--- config.mk ---
export PLATFORM = sky130hd
export DESIGN_NAME = llc_dispatch
export DESIGN_NICKNAME = d
export VERILOG_FILES = /design/src/hdl/llc_dispatch.v
export VERILOG_INCLUDE_DIRS = /design/src /design/src/hdl
export SDC_FILE = /design/constraint.sdc
export NUM_CORES = 1
export LEC_CHECK = 0
export BUFFER_PORTS_ARGS = -buffer_cell sky130_fd_sc_hd__buf_2
export CORE_MARGIN = 5
export CORE_UTILIZATION = 45
export DETAILED_ROUTE_END_ITERATION = 16
export GPL_TIMING_DRIVEN = 0
export PLACE_DENSITY = 0.69
export SYNTH_ARGS = -nofsm -noshare
export SYNTH_HDL_FRONTEND = slang
export SYNTH_SLANG_ARGS = --single-unit
--- constraint.sdc ---
create_clock -name i_clk -period 4.52 [get_ports i_clk]
set_input_delay 0 -clock i_clk [delete_from_list [all_inputs] [get_ports i_clk]]
set_output_delay 0 -clock i_clk [all_outputs]
set_load 0.005 [all_outputs]
--- src/hdl/llc_dispatch_regs.vh ---
// constants for the link-layer dispatch block of the contactless front-end
// assumes includers use the values at the widths given here
`ifndef LLC_DISPATCH_REGS_VH
`define LLC_DISPATCH_REGS_VH
// ****************************************
// register byte offsets
// ****************************************
`define REG_CTRL 12'h000
`define REG_STATUS 12'h004
`define REG_IDREF 12'h008
`define REG_RXINFO 12'h00c
`define REG_TXCMD 12'h010
// ****************************************
// control byte decode
// ****************************************
`define LLC_ACT_TOP 3'h3
`define LLC_LEG_TOP 3'h2
`define ACT_CODE_READY 3'h0
`define ACT_CODE_POWER 3'h2
`define ACT_CODE_SYNC 3'h1
// ****************************************
// field positions and power byte values
// ****************************************
`define ACT_HINT_BIT 4
`define ACT_INF_BIT 3
`define CAP_RXINFO_BIT 3
`define CAP_XRESUME_BIT 2
`define CAP_FAST_BIT 1
`define CAP_SLOW_BIT 0
`define PWR_LOW 8'h00
`define PWR_FULL 8'h01
// ****************************************
// owner encoding and identity reset value
// ****************************************
`define OWN_ACT 2'h0
`define OWN_SHDLC 2'h1
`define OWN_LEG 2'h2
`define IDREF_RESET 16'h0000
`endif

--- src/hdl/llc_dispatch.v ---
// link-layer dispatch for the single-wire front-end: sorts payloads, runs the activation layer
// assumes MAC framing/CRC are outside; received payload bytes arrive one per cycle, first byte flagged
//
// Decided for this implementation: the placing of the registers and the AXI4-Lite interface to the registers.
`timescale 1ns/1ps
`include "llc_dispatch_regs.vh"
module llc_dispatch (
   // clock and reset
   input wire i_clk,
   input wire i_rst,
   // axi4-lite write
   input wire [11:0] i_awaddr,
   input wire i_awvalid,
   output wire o_awready,
   input wire [31:0] i_wdata,
   input wire [3:0] i_wstrb,
   input wire i_wvalid,
   output wire o_wready,
   output reg [1:0] o_bresp,
   output reg o_bvalid,
   input wire i_bready,
   // axi4-lite read
   input wire [11:0] i_araddr,
   input wire i_arvalid,
   output wire o_arready,
   output reg [31:0] o_rdata,
   output reg [1:0] o_rresp,
   output reg o_rvalid,
   input wire i_rready,
   // link activation and received payload bytes
   input wire i_activated,
   input wire [7:0] i_rx_byte,
   input wire i_rx_valid,
   input wire i_rx_first,
   input wire i_rx_last,
   input wire i_rx_bad,
   // shdlc side status
   input wire i_shdlc_established,
   input wire i_shdlc_all_acked,
   // dispatched payload stream
   output reg [7:0] o_out_byte,
   output reg o_out_shdlc,
   output reg o_out_legacy,
   output reg o_out_last,
   // activation frame transmit
   output reg [7:0] o_tx_byte,
   output reg o_tx_valid,
   output reg o_tx_last,
   input wire i_tx_ready,
   // status
   output reg [1:0] o_recover_owner,
   output reg o_legacy_open,
   output reg o_ext_fast_ok,
   output reg o_ext_slow_ok,
   output reg o_id_fail
);
// ****************************************
// bus slave
// ****************************************
reg aw_got_r;
reg w_got_r;
reg [11:0] awaddr_r;
reg [31:0] wdata_r;
reg [3:0] wstrb_r;
reg [15:0] idref_r;
reg want_legacy_r;
reg pwr_full_r;
reg rf_cause_r;
reg send_pwr_r;
wire wr_go;
assign o_awready = ~aw_got_r & ~o_bvalid;
assign o_wready = ~w_got_r & ~o_bvalid;
assign o_arready = ~o_rvalid;
assign wr_go = aw_got_r & w_got_r & ~o_bvalid;
// ****************************************
// receive state
// ****************************************
reg [1:0] cur_llc_r;
reg is_act_r;
reg [2:0] act_code_r;
reg act_inf_r;
reg [2:0] act_cnt_r;
reg [7:0] act_d0_r;
reg [7:0] act_d1_r;
reg [7:0] cap_r;
reg cap_seen_r;
reg sync_seen_r;
reg id_ok_r;
reg act_done_r;
reg open_legacy_req_r;
wire [2:0] top3;
wire link_up;
assign top3 = i_rx_byte[7:5];
assign link_up = i_shdlc_established | o_legacy_open;
// tx engine for power select frame
localparam TX_IDLE = 2'h0;
localparam TX_CTRL = 2'h1;
localparam TX_DATA = 2'h2;
localparam TX_INFO = 2'h3;
reg [1:0] tx_st_r;
always @(posedge i_clk or posedge i_rst) begin
   if (i_rst) begin
      aw_got_r <= 1'b0;
      w_got_r <= 1'b0;
      awaddr_r <= 12'h000;
      wdata_r <= 32'h00000000;
      wstrb_r <= 4'h0;
      o_bvalid <= 1'b0;
      o_bresp <= 2'h0;
      o_rvalid <= 1'b0;
      o_rresp <= 2'h0;
      o_rdata <= 32'h00000000;
      idref_r <= `IDREF_RESET;
      want_legacy_r <= 1'b0;
      pwr_full_r <= 1'b0;
      rf_cause_r <= 1'b0;
      send_pwr_r <= 1'b0;
   end else begin
      if (i_awvalid & o_awready) begin
         aw_got_r <= 1'b1;
         awaddr_r <= i_awaddr;
      end
      if (i_wvalid & o_wready) begin
         w_got_r <= 1'b1;
         wdata_r <= i_wdata;
         wstrb_r <= i_wstrb;
      end
      if (send_pwr_r & (tx_st_r == TX_CTRL))
         send_pwr_r <= 1'b0;
      if (wr_go) begin
         aw_got_r <= 1'b0;
         w_got_r <= 1'b0;
         o_bvalid <= 1'b1;
         o_bresp <= 2'h0;
         case (awaddr_r)
            `REG_CTRL: begin
               if (wstrb_r[0]) begin
                  want_legacy_r <= wdata_r[0];
                  pwr_full_r <= wdata_r[1];
                  rf_cause_r <= wdata_r[2];
               end
            end
            `REG_IDREF: begin
               if (wstrb_r[0])
                  idref_r[7:0] <= wdata_r[7:0];
               if (wstrb_r[1])
                  idref_r[15:8] <= wdata_r[15:8];
            end
            `REG_TXCMD: begin
               // no activation frames once a link layer owns the wire
               if (wstrb_r[0] & wdata_r[0] & ~link_up)
                  send_pwr_r <= 1'b1;
            end
            `REG_STATUS, `REG_RXINFO: o_bresp <= 2'h2;
            default: o_bresp <= 2'h2;
         endcase
      end else if (o_bvalid & i_bready)
         o_bvalid <= 1'b0;
      if (i_arvalid & o_arready) begin
         o_rvalid <= 1'b1;
         o_rresp <= 2'h0;
         case (i_araddr)
            `REG_CTRL: o_rdata <= {29'h0, rf_cause_r, pwr_full_r, want_legacy_r};
            `REG_STATUS: o_rdata <= {22'h0, act_done_r, sync_seen_r, id_ok_r, o_id_fail,
               o_legacy_open, i_shdlc_established, o_recover_owner, cur_llc_r};
            `REG_IDREF: o_rdata <= {16'h0, idref_r};
            `REG_RXINFO: o_rdata <= {8'h0, act_d1_r, act_d0_r, cap_r};
            `REG_TXCMD: o_rdata <= {31'h0, send_pwr_r};
            default: begin
               o_rdata <= 32'h00000000;
               o_rresp <= 2'h2;
            end
         endcase
      end else if (o_rvalid & i_rready)
         o_rvalid <= 1'b0;
   end
end
// ****************************************
// receive dispatch and activation layer
// ****************************************
always @(posedge i_clk or posedge i_rst) begin
   if (i_rst) begin
      cur_llc_r <= `OWN_ACT;
      o_recover_owner <= `OWN_ACT;
      is_act_r <= 1'b0;
      act_code_r <= 3'h0;
      act_inf_r <= 1'b0;
      act_cnt_r <= 3'h0;
      act_d0_r <= 8'h00;
      act_d1_r <= 8'h00;
      cap_r <= 8'h00;
      cap_seen_r <= 1'b0;
      sync_seen_r <= 1'b0;
      id_ok_r <= 1'b0;
      act_done_r <= 1'b0;
      o_legacy_open <= 1'b0;
      o_id_fail <= 1'b0;
      o_ext_fast_ok <= 1'b0;
      o_ext_slow_ok <= 1'b0;
      o_out_byte <= 8'h00;
      o_out_shdlc <= 1'b0;
      o_out_legacy <= 1'b0;
      o_out_last <= 1'b0;
   end else if (~i_activated) begin
      // interface down: next activation restarts in the activation layer
      cur_llc_r <= `OWN_ACT;
      o_recover_owner <= `OWN_ACT;
      o_legacy_open <= 1'b0;
      o_id_fail <= 1'b0;
      cap_seen_r <= 1'b0;
      sync_seen_r <= 1'b0;
      id_ok_r <= 1'b0;
      act_done_r <= 1'b0;
      o_ext_fast_ok <= 1'b0;
      o_ext_slow_ok <= 1'b0;
      o_out_shdlc <= 1'b0;
      o_out_legacy <= 1'b0;
      o_out_last <= 1'b0;
   end else begin
      o_out_shdlc <= 1'b0;
      o_out_legacy <= 1'b0;
      o_out_last <= 1'b0;
      if (i_shdlc_established)
         act_done_r <= 1'b1;
      // legacy open only from an activated, acked and verified link
      if (open_legacy_req_r & ~o_legacy_open)
         o_legacy_open <= 1'b1;
      if (i_rx_valid & i_rx_bad) begin
         // corrupt frame: recovery of the layer that owned the last good one
         is_act_r <= 1'b0;
      end else if (i_rx_valid) begin
         o_out_byte <= i_rx_byte;
         if (i_rx_first) begin
            // control byte picks the layer
            if (i_rx_byte[7]) begin
               cur_llc_r <= `OWN_SHDLC;
               is_act_r <= 1'b0;
               o_out_shdlc <= 1'b1;
               o_legacy_open <= 1'b0;
            end else if (top3 == `LLC_ACT_TOP) begin
               cur_llc_r <= `OWN_ACT;
               // hint flag deliberately unused
               is_act_r <= ~link_up;
               act_code_r <= i_rx_byte[2:0];
               act_inf_r <= i_rx_byte[`ACT_INF_BIT];
               act_cnt_r <= 3'h0;
            end else if (top3 == `LLC_LEG_TOP) begin
               cur_llc_r <= `OWN_LEG;
               is_act_r <= 1'b0;
               // card-started legacy traffic is dropped until the front-end opens the session
               o_out_legacy <= o_legacy_open;
            end else
               is_act_r <= 1'b0;
         end else begin
            o_out_shdlc <= (cur_llc_r == `OWN_SHDLC);
            o_out_legacy <= (cur_llc_r == `OWN_LEG) & o_legacy_open;
            if (is_act_r) begin
               if (act_cnt_r != 3'h7)
                  act_cnt_r <= act_cnt_r + 3'h1;
               if (act_cnt_r == 3'h0)
                  act_d0_r <= i_rx_byte;
               if (act_cnt_r == 3'h1)
                  act_d1_r <= i_rx_byte;
            end
         end
         o_out_last <= i_rx_last & (cur_llc_r != `OWN_ACT) & ~i_rx_first;
         if (i_rx_last) begin
            o_recover_owner <= i_rx_first ? (i_rx_byte[7] ? `OWN_SHDLC :
               ((top3 == `LLC_LEG_TOP) ? `OWN_LEG : `OWN_ACT)) : cur_llc_r;
            // identity sync: two value bytes, then optional capability byte
            if (is_act_r & ~i_rx_first & (act_code_r == `ACT_CODE_SYNC)) begin
               sync_seen_r <= 1'b1;
               if (act_cnt_r == 3'h1) begin
                  id_ok_r <= ({act_d0_r, i_rx_byte} == idref_r) & ~act_inf_r;
                  o_id_fail <= o_id_fail | ({act_d0_r, i_rx_byte} != idref_r) | act_inf_r;
               end else if ((act_cnt_r == 3'h2) & act_inf_r) begin
                  id_ok_r <= ({act_d0_r, act_d1_r} == idref_r);
                  o_id_fail <= o_id_fail | ({act_d0_r, act_d1_r} != idref_r);
                  // top nibble is reserved and dropped
                  cap_r <= {4'h0, i_rx_byte[3:0]};
                  cap_seen_r <= ~act_done_r;
                  o_ext_fast_ok <= ~act_done_r & i_rx_byte[`CAP_FAST_BIT];
                  o_ext_slow_ok <= ~act_done_r & i_rx_byte[`CAP_SLOW_BIT];
               end
            end
            is_act_r <= 1'b0;
         end
      end
   end
end
// legacy request: software wants it, identity good, all shdlc frames acked
always @(posedge i_clk or posedge i_rst) begin
   if (i_rst)
      open_legacy_req_r <= 1'b0;
   else
      open_legacy_req_r <= i_activated & want_legacy_r & sync_seen_r & id_ok_r & ~o_id_fail
         & i_shdlc_all_acked;
end
// ****************************************
// activation transmit: power select frame
// ****************************************
wire cap_rx_ok;
// card only reads the info flag once it has announced that it can
assign cap_rx_ok = cap_seen_r & cap_r[`CAP_RXINFO_BIT];
always @(posedge i_clk or posedge i_rst) begin
   if (i_rst) begin
      tx_st_r <= TX_IDLE;
      o_tx_byte <= 8'h00;
      o_tx_valid <= 1'b0;
      o_tx_last <= 1'b0;
   end else begin
      case (tx_st_r)
         TX_IDLE: begin
            // front-end only ever sends power select; card sends the rest
            if (send_pwr_r & ~link_up & i_activated) begin
               o_tx_byte <= {`LLC_ACT_TOP, 1'b0, cap_rx_ok, `ACT_CODE_POWER};
               o_tx_valid <= 1'b1;
               o_tx_last <= 1'b0;
               tx_st_r <= TX_CTRL;
            end
         end
         TX_CTRL: begin
            if (i_tx_ready) begin
               o_tx_byte <= pwr_full_r ? `PWR_FULL : `PWR_LOW;
               o_tx_last <= ~cap_rx_ok;
               tx_st_r <= TX_DATA;
            end
         end
         TX_DATA: begin
            if (i_tx_ready) begin
               if (cap_rx_ok) begin
                  o_tx_byte <= {7'h00, rf_cause_r};
                  o_tx_last <= 1'b1;
                  tx_st_r <= TX_INFO;
               end else begin
                  o_tx_valid <= 1'b0;
                  o_tx_last <= 1'b0;
                  tx_st_r <= TX_IDLE;
               end
            end
         end
         TX_INFO: begin
            if (i_tx_ready) begin
               o_tx_valid <= 1'b0;
               o_tx_last <= 1'b0;
               tx_st_r <= TX_IDLE;
            end
         end
         default: tx_st_r <= TX_IDLE;
      endcase
   end
end
endmodule // llc_dispatch

==> qor.yml, run 1 <==
outcome:
  result_of_the_run: "complete, no violations"
global_route:
  global_route.usage.met2: 0.332
  number_of_global_route_vias_before_repair: 5062
  grt_start_max_net_pins: 105
  overflow: 0
  grt_most_used_layer: "met2"
  grt_antenna_before_repair: 1
  grt.met3_usage: 0.0478
  grt.met1_usage: 0.255
  globalRouteTotalUtil: 0.201
  grt_first_pass_wirelength_um: 25700
timing:
  tns_ns: 0
  max_clock_freq_mhz: 462
  worst_clock_skew_ns: 0.00829
  timing.final.max_slew_violations: 0
  setup_repair_after_global_routing_missed_its_margin: "false"
  final.period_utilization: 0.479
  final_period_minus_worst_setup_slack_ns: 2.17
  max_slew_margin: 0.515
  hold_viol_final: 0
  max_slew.worst_pin.slew_ns: 0.725
  report.final.setup_viol: 0
  timing.final.ws_setup_ns: 2.35
final_layout:
  most-common-layout-cells: "dfrtp_1, buf_2, nand2_1"
  design_area_um2: 8410
  final.fill_count: 1152
  syn_to_final_growth_pct: 31.2
  ant_diodes: 0
  mostFrequentLayoutCell: "dfrtp_1"
  drive_gt1_frac: 0.328
  finalNetCount: 832
power:
  power.ir.vdd_worst_uv: 287
  netSwitchingFraction: 0.266
  power.total_w: 0.00382
  p_int_w: 0.00281
  p_switching_w: 0.00102
  power.clock.fraction: 0.389
  comb_power_share: 0.188
  pwr_density_cell_nw_per_um2: 455
  p_leak_nw: 4.14
  power.share.sequential: 0.423
clock_tree:
  hold_buffers: 47
  cts_root_buf: "clkbuf_16"
  clk_pin_slew_worst_paths_ns: 0.06
  tritoncts: "done"
  clock_sink_count: 139
  post_cts_resize_count: 0
  clkLatencyLatePin_ns: 0.42
  clock_tree.buffer_depth: 2
  cts_setup_buffers: 0
  htreeDepth: 4
  clock_buffer_count_from_cts: 17
worst_setup_path:
  worst_setup_path_start_kind: "flip-flop"
  cp.required_ns: 4.81
  crit_type: "flip-flop to flip-flop"
  cp_max_fo: 3
  worstSetupEndpointType: "flip-flop"
  critical_path_arrival_ns: 2.46
routing:
  first_iter_violations: 307
  routed_wire_length_per_instance_um: 17.4
  drt_drc_violations_left: 0
  num_vias: 4925
  postRouteWirelength_um: 16200
  final_antenna_net_count: 0
  vias_per_cell: 5.29
  drt_pass1_iterations: 4
floorplanning:
  io-pin-count: 151
  die_w_um: 129
  initial_core_util: 0.460
  core_area_um2: 13900
  placement_rows: 43
  die_height_um: 129
  die_area_um2: 16700
logic_synthesis:
  synth_area_um2: 6410
  post-synth-top-area-fraction: 0.543
  synth-main-ff-cell: "dfrtp_1"
  ys_top_cells_by_area: "dfrtp_1, mux2_2, nand2_1, o21ai_0, xnor2_1"
  synth.ff_latch_count: 139
  synth-edff-count: 0
  synthArstFlopShare: 1.00
  yosys.cell_types.count: 61
  synth.yosys.warnings: 0
  synth_cells: 544
  seq_area_frac_synth: 0.543
  synth.avg_cell_area_um2: 11.8
  synth_largest_area_cell: "dfrtp_1"
place:
  gp_congestion: 0.886
  dp_hpwl_um: 11800
  port_buffers: 116
  dpl_cell_area_um2: 7290
  post-place-ws_ns: 2.34
min_path:
  hold_class: "input port to flip-flop"
flow_run:
  max_cap_viol_count: 0
stage by stage:
stage / util / hold WS [ns] / instances
floorplan: - / 0.0964 / 556
global placement: 0.521 / 0.186 / 852
detailed placement: 0.523 / 0.00859 / 853
CTS: 0.603 / 0.0139 / 931
global route: 0.603 / 0.0412 / 931
finish: 0.603 / 0.0353 / 931
flip-flops by register name, indices dropped and copies added, names as in the netlist, 2 cells and up:
name             count
act_cnt_r            3
act_code_r           3
act_d0_r             8
act_d1_r             8
awaddr_r            12
cap_r                4
cur_llc_r            2
idref_r             16
o_out_byte           8
o_rdata             24
o_recover_owner      2
o_tx_byte            3
tx_st_r              2
wdata_r             16
wstrb_r              2
area by class of cell:
cell class / instances / area [um2] / share of cell area
sequential: 139 / 3480 / 0.414
multi-input combinational: 370 / 2730 / 0.325
timing repair buffer: 164 / 1080 / 0.128
clock buffer: 21 / 480 / 0.0572
tap: 180 / 225 / 0.0268
buffer: 35 / 199 / 0.0237
clock inverter: 10 / 164 / 0.0195
inverter: 12 / 50.0 / 0.00595
logic make-up after synthesis:
kind of cell / synth area share
AO/OA/AOI/OAI: 0.0838
XOR/XNOR: 0.0328
adder cells (fa/ha/maj): 0.0195
buffers and inverters: 0.0381
flip-flops: 0.543
multiplexers: 0.147
other: 0.000585
AND/OR/NAND/NOR: 0.136
cell usage after synthesis, types with 7 or more instances:
master	instances
nand2_1	74
clkbuf_1	16
inv_1	12
o21ai_0	29
nand3_1	13
dfrtp_1	139
mux2_4	8
nor4_1	7
buf_4	15
xor2_1	9
nor2_1	18
mux2_1	10
xnor2_1	15
a22oi_1	13
ha_1	10
mux2_2	58
final timing paths:
| kind | start | end | slack (ns) | cells after the start |
|---|---|---|---|---|
| max | awaddr_r[5] | rf_cause_r | 2.35 | 5 |
| min | i_rx_byte[6] | o_out_byte[6] | 0.04 | 3 |
| max reg2reg | awaddr_r[5] | rf_cause_r | 2.35 | 5 |
| min reg2reg | o_rdata[23] | o_rdata[23] | 0.46 | 2 |
| max in group asynchronous | i_rst | o_rdata[23] | 3.59 | 4 |
| min in group asynchronous | i_rst | wdata_r[13] | 0.12 | 3 |
power by group through the flow:
stage	Clock, W	Sequential (W)	Combinational (W)
2_1_floorplan	0	0.00159	0.000484
3_3_place_gp	0	0.00162	0.000647
3_5_place_dp	0	0.00164	0.000677
4_1_cts	0.00152	0.00162	0.000720
5_1_grt	0.00158	0.00165	0.000785
6_report	0.00149	0.00162	0.000717
worst max-delay path, cell delays in order, from the launching register on:
cell and delay [ns]:
dfrtp_1 0.38, or4_4 0.55, nor4_4 0.33, nand2_1 0.21, nor3_4 0.22, mux2_1 0.35
routing by layer:
| layer | routed length, um | vias up | part of all wire |
|---|---|---|---|
| met3 | 1090 | 30 | 0.068 |
| met5 | 13 | - | 0.00080 |
| met4 | 365 | 2 | 0.023 |
| met2 | 7820 | 163 | 0.48 |
| met1 | 6910 | 2425 | 0.43 |
| li1 | - | 2305 | - |
(Power assumes the default switching activity.)
==> run 2, diff against run 1 <==
Clock period 4.52 ns to 2.2 ns, I/O delays scaled along.
==> run 2 against run 1 <==
  * Via count is 1.4% lower
  * Non-clock buffer count is 2 higher
  * Fmax is 1.2% higher
  * First-iteration DRC count is 13% lower
  * Final area is 0.28% lower
  * Hold slack better by 0.0017 ns
  * Cell count is 0.32% higher
  * Sequential share of layout area is 0.12 points higher
  * Largest power group unchanged
==> qor.yml, run 2 (same netlist as run 1, synthesis figures left out) <==
outcome:
  result_of_the_run: "complete, no violations"  # unchanged
routing:
  drt_drc_violations_left: 0  # unchanged
  drt_pass1_iterations: 7  # was 4
  routed_wire_length_per_instance_um: 17.4  # about the same
  vias_per_cell: 5.20  # was 5.29
  first_iter_violations: 267  # was 307
  final_antenna_net_count: 0  # unchanged
  postRouteWirelength_um: 16200  # about the same
  num_vias: 4857  # was 4,925
final_layout:
  mostFrequentLayoutCell: "dfrtp_1"  # unchanged
  final_core_utilization: 0.602  # was 0.603
  final.fill_count: 1133  # was 1,152
  design_area_um2: 8380  # was 8410 um2
  ant_diodes: 0  # unchanged
  reg.largest.list: "o_rdata: 24 flops, idref_r: 16 flops, wdata_r: 16 flops"  # unchanged
  drive_gt1_frac: 0.330  # was 0.328
  syn_to_final_growth_pct: 30.8  # was 31.2%
  most-common-layout-cells: "dfrtp_1, buf_2, nand2_1"  # unchanged
  finalNetCount: 834  # was 832
  top_register: "o_rdata"  # unchanged
  non_filler_instance_count_after_layout: 934  # was 931
  largest_register_ff_count: 24  # unchanged
power:
  power.share.sequential: 0.437  # was 0.423
  p_int_w: 0.00546  # was 0.00281 W
  comb_power_share: 0.193  # was 0.188
  power.ir.vdd_worst_uv: 624  # was 287 uV
  pwr_density_cell_nw_per_um2: 906  # was 455 nW/um2
  p_switching_w: 0.00213  # was 0.00102 W
  power.clock.fraction: 0.370  # was 0.389
  p_leak_nw: 4.12  # was 4.14 nW
  netSwitchingFraction: 0.280  # was 0.266
global_route:
  globalRouteTotalUtil: 0.203  # was 0.201
  overflow: 0  # unchanged
  number_of_global_route_vias_before_repair: 4989  # was 5,062
  grt_first_pass_wirelength_um: 26100  # was 25,700 um
  grt_start_max_net_pins: 40  # was 105
  grt_antenna_before_repair: 0  # was 1
timing:
  final_period_minus_worst_setup_slack_ns: 2.14  # was 2.17 ns
  hold_viol_final: 0  # unchanged
  max_slew_margin: 0.491  # was 0.515
  setup_repair_after_global_routing_missed_its_margin: "true"  # was false
  max_slew.worst_pin.slew_ns: 0.762  # was 0.725 ns
  timing.final.max_slew_violations: 0  # unchanged
  max_clock_freq_mhz: 467  # was 462 MHz
  report.final.setup_viol: 0  # unchanged
  worst_clock_skew_ns: 0.00595  # was 0.00829 ns
  final.period_utilization: 0.973  # was 0.479
flow_run:
  max_cap_viol_count: 0  # unchanged
clock_tree:
  clock_sink_count: 139  # unchanged
  clock_buffer_count_from_cts: 17  # unchanged
  clkLatencyLatePin_ns: 0.42  # about the same
  cts_setup_buffers: 0  # unchanged
  htreeDepth: 4  # unchanged
  clk_pin_slew_worst_paths_ns: 0.06  # about the same
  cts_root_buf: "clkbuf_16"  # unchanged
  clock_tree.buffer_depth: 2  # unchanged
  tritoncts: "done"  # unchanged
place:
  dpl_cell_area_um2: 7320  # was 7290 um2
  dp_hpwl_um: 11900  # was 11,800 um
  dp.cells: 855  # was 853
  port_buffers: 116  # unchanged
  gp_congestion: 0.857  # was 0.886
floorplanning:
  die_area_um2: 16700  # unchanged
  core_area_um2: 13900  # unchanged
  io-pin-count: 151  # unchanged
  die_height_um: 129  # unchanged
  placement_rows: 43  # unchanged
  die_w_um: 129  # unchanged
  initial_core_util: 0.460  # unchanged
worst_setup_path:
  rr_startpoint: "awaddr_r[5]"  # unchanged
  crit_type: "flip-flop to flip-flop"  # unchanged
  critical_path_arrival_ns: 2.44  # was 2.46 ns
  cp.required_ns: 2.50  # was 4.81 ns
  worst_setup_path_start_kind: "flip-flop"  # unchanged
  cp_max_fo: 8  # was 3
  worstSetupEndpointType: "flip-flop"  # unchanged
  worst_setup_path_startpoint: "awaddr_r[5]"  # unchanged
min_path:
  hold_class: "input port to flip-flop"  # unchanged
  worstHoldStart: "i_rx_byte[6]"  # unchanged
==> run 2: cell types whose count changed in the layout (fill, tap and decap cells not counted), moves of 2 or more <==
cell and delta:
buf_12 +3, clkbuf_8 -3, bufinv_16 -2, clkinv_4 +2
==> run 2: worst max-delay path, cell delays in order (launching register included) <==
cell,delay [ns]
dfrtp_1,0.38
or4_4,0.55
nor4_4,0.35
and4b_1,0.27
buf_6,0.16
mux2_4,0.30
==> run 2: what timing repair did <==
action                     CTS  global route
setup endpoints to repair    0             3
resized for setup            0             1
hold buffers                47             0
hold endpoints to repair    85             0
==> run 2: layer usage <==
metal | part of all wire | up-vias | wire length [um] | global-route usage
met5 | 0 | - | 0 | 0
met4 | 0.016 | 0 | 267 | 0.0649
met3 | 0.078 | 23 | 1260 | 0.0491
met2 | 0.48 | 189 | 7720 | 0.327
met1 | 0.43 | 2349 | 7000 | 0.272
li1 | - | 2296 | - | -
==> run 2: power by group through the flow <==
stage,logic [W],clock network (W),registers [W]
final,0.00146,0.00281,0.00332
after global routing,0.00162,0.00297,0.00338
after CTS,0.00146,0.00286,0.00332
after detailed placement,0.00139,0,0.00337
after global placement,0.00133,0,0.00333
after floorplan,0.000995,0,0.00326
==> run 2: per-stage QoR <==
step	setup TNS (ns)	hold WS (ns)	power [W]	worst slack, ns
CTS	0	0.0135	0.00765	0.0363
global placement	-42.18	0.183	0.00466	-0.315
detailed placement	0	0.169	0.00475	0.0422
finish	0	0.0369	0.00759	0.0592
floorplan	0	0.0964	0.00426	0.198
global route	-0.0122	0.0640	0.00798	-0.00456
==> run 2: final cells by class <==
type	instances	area, um2	share of cell area
Inverter	12	48.8	0.00582
Clock inverter	13	144	0.0172
Multi-Input combinational cell	370	2730	0.326
Sequential cell	139	3480	0.415
Clock buffer	19	443	0.0528
Timing Repair Buffer	166	1110	0.133
Buffer	35	199	0.0237
Tap cell	180	225	0.0269
==> run 2: worst paths after layout <==
kind / cells past startpoint / to / slack [ns]
setup / recovery: 5 / idref_r[12] / 0.06
hold / removal: 3 / o_out_byte[6] / 0.04
setup reg to reg: 5 / idref_r[12] / 0.06
hold reg to reg: 2 / o_rdata[23] / 0.46
max in group asynchronous: 5 / act_d1_r[4] / 1.04
min in group asynchronous: 3 / awaddr_r[10] / 0.26
